$ cat src/rtl/sbrc_pkg.sv
// Summary of operation
// - Software loads counter with count minus one; that write starts a block receive.
// - Each received byte during an active receive decrements the counter by one, except a byte arriving in the same cycle as a counter write.
// - Reading the counter mid-transfer returns the remaining length minus one.
// - Count is a ten-bit field in bits 9:0; full value means 1024 bytes.
// - After completion the field reads all ones until software writes it again.
// - Transmit address register is readable and writable at its fixed address.
package sbrc_pkg;
  localparam logic [15:0] SBRC_TX_ADDR_OFS = 16'hc07c;
  localparam logic [15:0] SBRC_RX_CNT_OFS = 16'hc080;
  localparam logic [15:0] SBRC_STATUS_OFS = 16'hc084;
  localparam int SBRC_CNT_W = 10;
  localparam logic [9:0] SBRC_CNT_DONE = 10'h3ff;
  localparam logic [9:0] SBRC_CNT_RST = 10'h3ff;
  localparam logic [15:0] SBRC_TX_ADDR_RST = 16'h0000;
  localparam int SBRC_BUSY_BIT = 0;

  typedef enum logic [0:0] {
    SBRC_IDLE = 1'b0,
    SBRC_RECV = 1'b1
  } sbrc_state_e;

  typedef struct packed {
    logic wr;
    logic rd;
    logic [15:0] addr;
    logic [31:0] wdata;
  } sbrc_req_s;
endpackage : sbrc_pkg

$ cat src/rtl/sbrc_counter.sv
`timescale 1ns/100ps
`default_nettype none
module sbrc_counter
  import sbrc_pkg::*;
#(
  parameter int CNT_W = SBRC_CNT_W
) (
  input wire logic clk,
  input wire logic rst_n,
  input wire logic load,
  input wire logic [CNT_W-1:0] load_value,
  input wire logic byte_strobe,
  output logic [CNT_W-1:0] count,
  output logic busy,
  output logic done_pulse
);
  sbrc_state_e state;
  sbrc_state_e next_state;
  logic [CNT_W-1:0] next_count;
  wire logic step = (state == SBRC_RECV) && byte_strobe && !load;
  wire logic last = step && (count == '0);

  assign busy = (state == SBRC_RECV);
  assign next_state = load ? SBRC_RECV : (last ? SBRC_IDLE : state);
  assign next_count = load ? load_value : (step ? count - 1'b1 : count);

  always_ff @(posedge clk or negedge rst_n) begin
    if (!rst_n) begin
      state <= SBRC_IDLE;
      count <= CNT_W'(SBRC_CNT_RST);
      done_pulse <= 1'b0;
    end else begin
      state <= next_state;
      count <= next_count; // wraps 0 to all ones
      done_pulse <= last;
    end
  end
endmodule // sbrc_counter
`default_nettype wire

$ cat src/rtl/sbrc_top.sv
`timescale 1ns/100ps
`default_nettype none
module sbrc_top
  import sbrc_pkg::*;
(
  input wire logic clk,
  input wire logic resetn,
  input wire logic hsel,
  input wire logic [31:0] haddr,
  input wire logic [1:0] htrans,
  input wire logic hwrite,
  input wire logic [2:0] hsize,
  input wire logic [31:0] hwdata,
  input wire logic hready,
  output logic [31:0] hrdata,
  output logic hreadyout,
  output logic hresp,
  input wire logic rx_byte_valid,
  output logic [15:0] tx_block_address,
  output logic rx_busy,
  output logic rx_done
);
  // ==========================================
  // Reset release
  logic rst_q1;
  logic rst_n;
  always_ff @(posedge clk or negedge resetn) begin
    if (!resetn) begin
      rst_q1 <= 1'b0;
      rst_n <= 1'b0;
    end else begin
      rst_q1 <= 1'b1;
      rst_n <= rst_q1;
    end
  end

  // ==========================================
  // Byte strobe synchroniser
  logic rxv_q1;
  logic rxv_q2;
  logic rxv_q3;
  always_ff @(posedge clk or negedge rst_n) begin
    if (!rst_n) begin
      rxv_q1 <= 1'b0;
      rxv_q2 <= 1'b0;
      rxv_q3 <= 1'b0;
    end else begin
      rxv_q1 <= rx_byte_valid;
      rxv_q2 <= rxv_q1;
      rxv_q3 <= rxv_q2;
    end
  end
  wire logic byte_strobe = rxv_q2 && !rxv_q3;

  // ==========================================
  // AHB-Lite address phase capture
  sbrc_req_s req;
  wire logic addr_phase = hsel && hready && htrans[1];
  always_ff @(posedge clk or negedge rst_n) begin
    if (!rst_n) begin
      req <= '0;
    end else if (hready) begin
      req.wr <= addr_phase && hwrite;
      req.rd <= addr_phase && !hwrite;
      req.addr <= haddr[15:0];
      req.wdata <= '0;
    end
  end

  assign hreadyout = 1'b1;
  assign hresp = 1'b0;

  // ==========================================
  // Register decode
  wire logic hit_tx = (req.addr == SBRC_TX_ADDR_OFS);
  wire logic hit_cnt = (req.addr == SBRC_RX_CNT_OFS);
  wire logic hit_st = (req.addr == SBRC_STATUS_OFS);
  wire logic wr_tx = req.wr && hit_tx;
  wire logic wr_cnt = req.wr && hit_cnt;

  // ==========================================
  // Transmit address register
  always_ff @(posedge clk or negedge rst_n) begin
    if (!rst_n) begin
      tx_block_address <= SBRC_TX_ADDR_RST;
    end else if (wr_tx) begin
      tx_block_address <= hwdata[15:0];
    end
  end

  // ==========================================
  // Receive counter
  logic [SBRC_CNT_W-1:0] count;
  logic done_pulse;
  sbrc_counter #(
    .CNT_W(SBRC_CNT_W)
  ) u_counter (
    .clk(clk),
    .rst_n(rst_n),
    .load(wr_cnt),
    .load_value(hwdata[SBRC_CNT_W-1:0]), // reserved bits ignored
    .byte_strobe(byte_strobe),
    .count(count),
    .busy(rx_busy),
    .done_pulse(done_pulse)
  );
  assign rx_done = done_pulse;

  // ==========================================
  // Read data
  logic [31:0] rd_mux;
  always_comb begin
    rd_mux = 32'h0000_0000;
    if (hit_tx) begin
      rd_mux = {16'h0000, tx_block_address};
    end else if (hit_cnt) begin
      rd_mux = {22'h0, count};
    end else if (hit_st) begin
      rd_mux[SBRC_BUSY_BIT] = rx_busy;
    end
  end
  assign hrdata = req.rd ? rd_mux : 32'h0000_0000;
endmodule // sbrc_top
`default_nettype wire

$ cat config.mk
export PLATFORM = sky130hd
export DESIGN_NAME = sbrc_top
export DESIGN_NICKNAME = d
export VERILOG_FILES = /design/src/rtl/sbrc_pkg.sv /design/src/rtl/sbrc_counter.sv /design/src/rtl/sbrc_top.sv
export SDC_FILE = /design/constraint.sdc
export NUM_CORES = 1
export LEC_CHECK = 0
export BUFFER_PORTS_ARGS = -buffer_cell sky130_fd_sc_hd__clkbuf_2
export CELL_PAD_IN_SITES_DETAIL_PLACEMENT = 0
export CELL_PAD_IN_SITES_GLOBAL_PLACEMENT = 2
export CORE_MARGIN = 2
export CORE_UTILIZATION = 30
export DETAILED_ROUTE_END_ITERATION = 10
export GPL_TIMING_DRIVEN = 0
export PLACE_DENSITY = 0.83
export SYNTH_ARGS = -nofsm -noshare
export SYNTH_HDL_FRONTEND = slang
export SYNTH_SLANG_ARGS = --single-unit
$ cat constraint.sdc
create_clock -name clk -period 3.5 [get_ports clk]
set_input_delay 0.35 -clock clk [delete_from_list [all_inputs] [get_ports clk]]
set_output_delay 0.35 -clock clk [all_outputs]
set_load 0.03 [all_outputs]
==> impl_metrics.py <==
metrics = {
    "sta": {
        "slew_viol_final": 0,
        "rsz0062_at_grt": "false",
        "hold_violations": 0,
        "fin_tns_setup_ps": 0,
        "fmax_mhz": 390,
        "setup_viol": 0,
        "min_period_ps": 2570,
        "tightest_slew_ps": 544,
        "max_slew_margin_pct": 63.7,
        "finClkSkew_ps": 7.58,
        "timing.final.ws_setup_ps": 934,
        "fin_crit_sh_pct": 73.3,
    },
    "detailed_routing": {
        "drc": 0,
        "post_drt_wl_per_cell_um": 13.2,
        "wirelength_um": 5220,
        "viasPerCell": 4.39,
        "route.vias.total": 1742,
        "drt_pass1_iterations": 4,
        "ant_nets": 0,
        "first_iter_violations": 63,
    },
    "place": {
        "place_ws_ps": 1240,
        "dpl.cell_count": 388,
        "numPortBuffers": 71,
        "dp_hpwl_um": 4020,
        "place.gp.congestion": 0.725,
    },
    "floorplan": {
        "die_area_um2": 9110,
        "core_um2": 8180,
        "die_h_um": 95.5,
        "placementRows": 33,
        "io_pins": 127,
        "die_w_um": 95.5,
        "initial_core_util_pct": 30.7,
    },
    "global_routing": {
        "grt_max_degree": 30,
        "grt_first_pass_wirelength_um": 8170,
        "grt.overflow.total": 0,
        "antenna_found_initial": 0,
        "grt_pass1_vias": 1677,
        "grtUsageTotal_pct": 11.9,
    },
    "setup_path": {
        "path_max_fanout": 10,
        "path_class": "flop to primary output",
        "critPathLaunch": "req[41]",
        "endpoint_kind": "primary output",
        "r2r-start": "req[41]",
        "startpoint_type": "flop",
        "cp.arrival_ps": 2220,
        "required_ps": 3150,
    },
    "cts": {
        "cts-buffers-inserted": 5,
        "cts_sinks": 51,
        "clock_path_buffers": 2,
        "root_buffer": "clkbuf_8",
        "postCtsResizedCells": 0,
        "cts_tree": "done",
        "clkLatencyLatePin_ps": 300,
        "htree_levels": 2,
        "clkTransAtPathRegs_ps": 90,
    },
    "final_layout": {
        "nets": 367,
        "drive_gt1_share_pct": 52.4,
        "final_cells": 397,
        "utilization_pct": 39.0,
        "antennaDiodeCount": 0,
        "area_delta_synth_final_pct": 27.2,
    },
    "outcome": {
        "status": "complete, no violations",
    },
    "power": {
        "p_leak_nw": 1.59,
        "power.density_nw_per_um2": 347,
        "ir_worst_vdd_mv": 0.145,
    },
    "synth": {
        "syn_area_per_cell_um2": 12.9,
        "syn_inst": 194,
        "ys.warnings.count": 0,
        "synth_cell_types": 41,
        "synth-seq-area-share_pct": 51.3,
        "syn-cell-area_um2": 2510,
        "ys_ff_latch": 51,
    },
    "run": {
        "max_cap_violations": 0,
    },
    "min_path": {
        "hp-start": "rx_byte_valid",
        "hold_path_class": "input port to flop",
    },
}
==> layout make-up <==
type / instances / area (um2)
multi-input combinational: 131 / 1100
timing repair buffer: 73 / 385
fill: 842 / 4980
buffer: 24 / 170
tap: 105 / 131
clock buffer: 8 / 100
sequential: 51 / 1290
inverter: 5 / 18.8
==> layout by cell type (no fill, tap or decap), drive strengths merged <==
master and count:
nand3b 2, xnor2 3, dlygate4sd3 1, buf 22
and4b 2, dfrtp 41, nand4b 2, mux2 42
or2 1, nor2 8, xor2 5, nor4 3
conb 19, and4bb 1, dfstp 10, a32o 9
ha 1, o31ai 2, and2 7, nor3 5
nor4bb 1, nand3 3, nand4bb 1, nand4 2
a211oi 1, nand2 3, inv 5, nor3b 1
o211ai 1, clkbuf 82, or4 2, o21ai 4
==> repair_timing <==
item	4_1_cts	5_1_grt
hold buffers	1	0
setup buffers	0	0
hold endpoints to repair	2	0
==> cells by family after synthesis <==
family	synth area share [%]
muxes	18.8
AOI/OAI and AO/OA	5.58
DFF	51.3
xor gates and xnor gates	2.79
adders and majority gates	0.498
and+or+nand+nor	13.1
buffers and inverters	7.53
other	0.299
==> Yosys cell counts (all sizes together) <==
cell type   n  area (um2)
buf        21         159
o31ai       2        15.0
nand3b      2        15.0
xnor2       3        26.3
dfstp      10         263
or2         1        6.26
nand4b      2        17.5
and4b       2        20.0
o21ai       4        20.0
nor4bb      1        10.0
nand2       3        11.3
and4bb      1        12.5
dfrtp      41        1030
nand4       2        18.8
nor4        3        40.0
conb        2        7.51
ha          1        12.5
a32o        9        90.1
nor3        5        30.0
and2        7        43.8
nand3       3        20.0
nor2        8        42.5
clkbuf      3        11.3
a211oi      1        7.51
inv         5        18.8
o211ai      1        7.51
nand4bb     1        11.3
or4         2        22.5
xor2        5        43.8
nor3b       1        7.51
mux2       42         473
==> path summary, 6_finish.rpt <==
| path | cells past startpoint | to | slack (ps) |
|---|---|---|---|
| setup / recovery | 6 | hrdata[6] | 930 |
| hold / removal | 1 | rxv_q1 | 160 |
| setup reg to reg | 5 | tx_block_address[13] | 1650 |
| hold reg to reg | 0 | req[44] | 230 |
| max in group asynchronous | 1 | u_counter.count[8] | 2660 |
| min in group asynchronous | 0 | req[44] | 230 |
==> report_power, final <==
part / internal (mW) / switching, mW / total [mW]
Clock: 0.181 / 0.184 / 0.365
Combinational: 0.0541 / 0.0544 / 0.109
Sequential: 0.613 / 0.0224 / 0.635
Total: 0.848 / 0.261 / 1.11
==> registers in the layout, indices dropped and copies added, names as in the netlist <==
signal,count
tx_block_address,16
rxv_q2,1
rxv_q1,1
req,18
u_counter.busy,1
rst_q1,1
rxv_q3,1
u_counter.done_pulse,1
u_counter.count,10
rst_n,1
==> worst max-delay path: stages, from the launching register on <==
cell and delay [ps]:
dfrtp_1 420, nor4_4 330, nand3_1 200, nor2_2 310, buf_2 280, a32o_1 160
clkbuf_2 210
==> layer usage <==
layer | global-route usage [%] | share of wire, % | vias to the layer above
li1 | - | - | 856
met1 | 15.7 | 46 | 819
met2 | 18.8 | 46 | 62
met3 | 3.40 | 7.5 | 5
met4 | 3.57 | 1.0 | 0
met5 | 0 | 0 | -
==> stage by stage <==
stage | hold WS (ps) | area [um2] | power (mW)
6_report | 156 | 3190 | 1.11
5_1_grt | 142 | 3190 | 1.17
4_1_cts | 137 | 3190 | 1.14
3_5_place_dp | 137 | 3080 | 0.756
3_3_place_gp | 136 | 3060 | 0.750
2_1_floorplan | 54.4 | 2570 | 0.718
No activity file was read; power rests on OpenSTA's default activity.
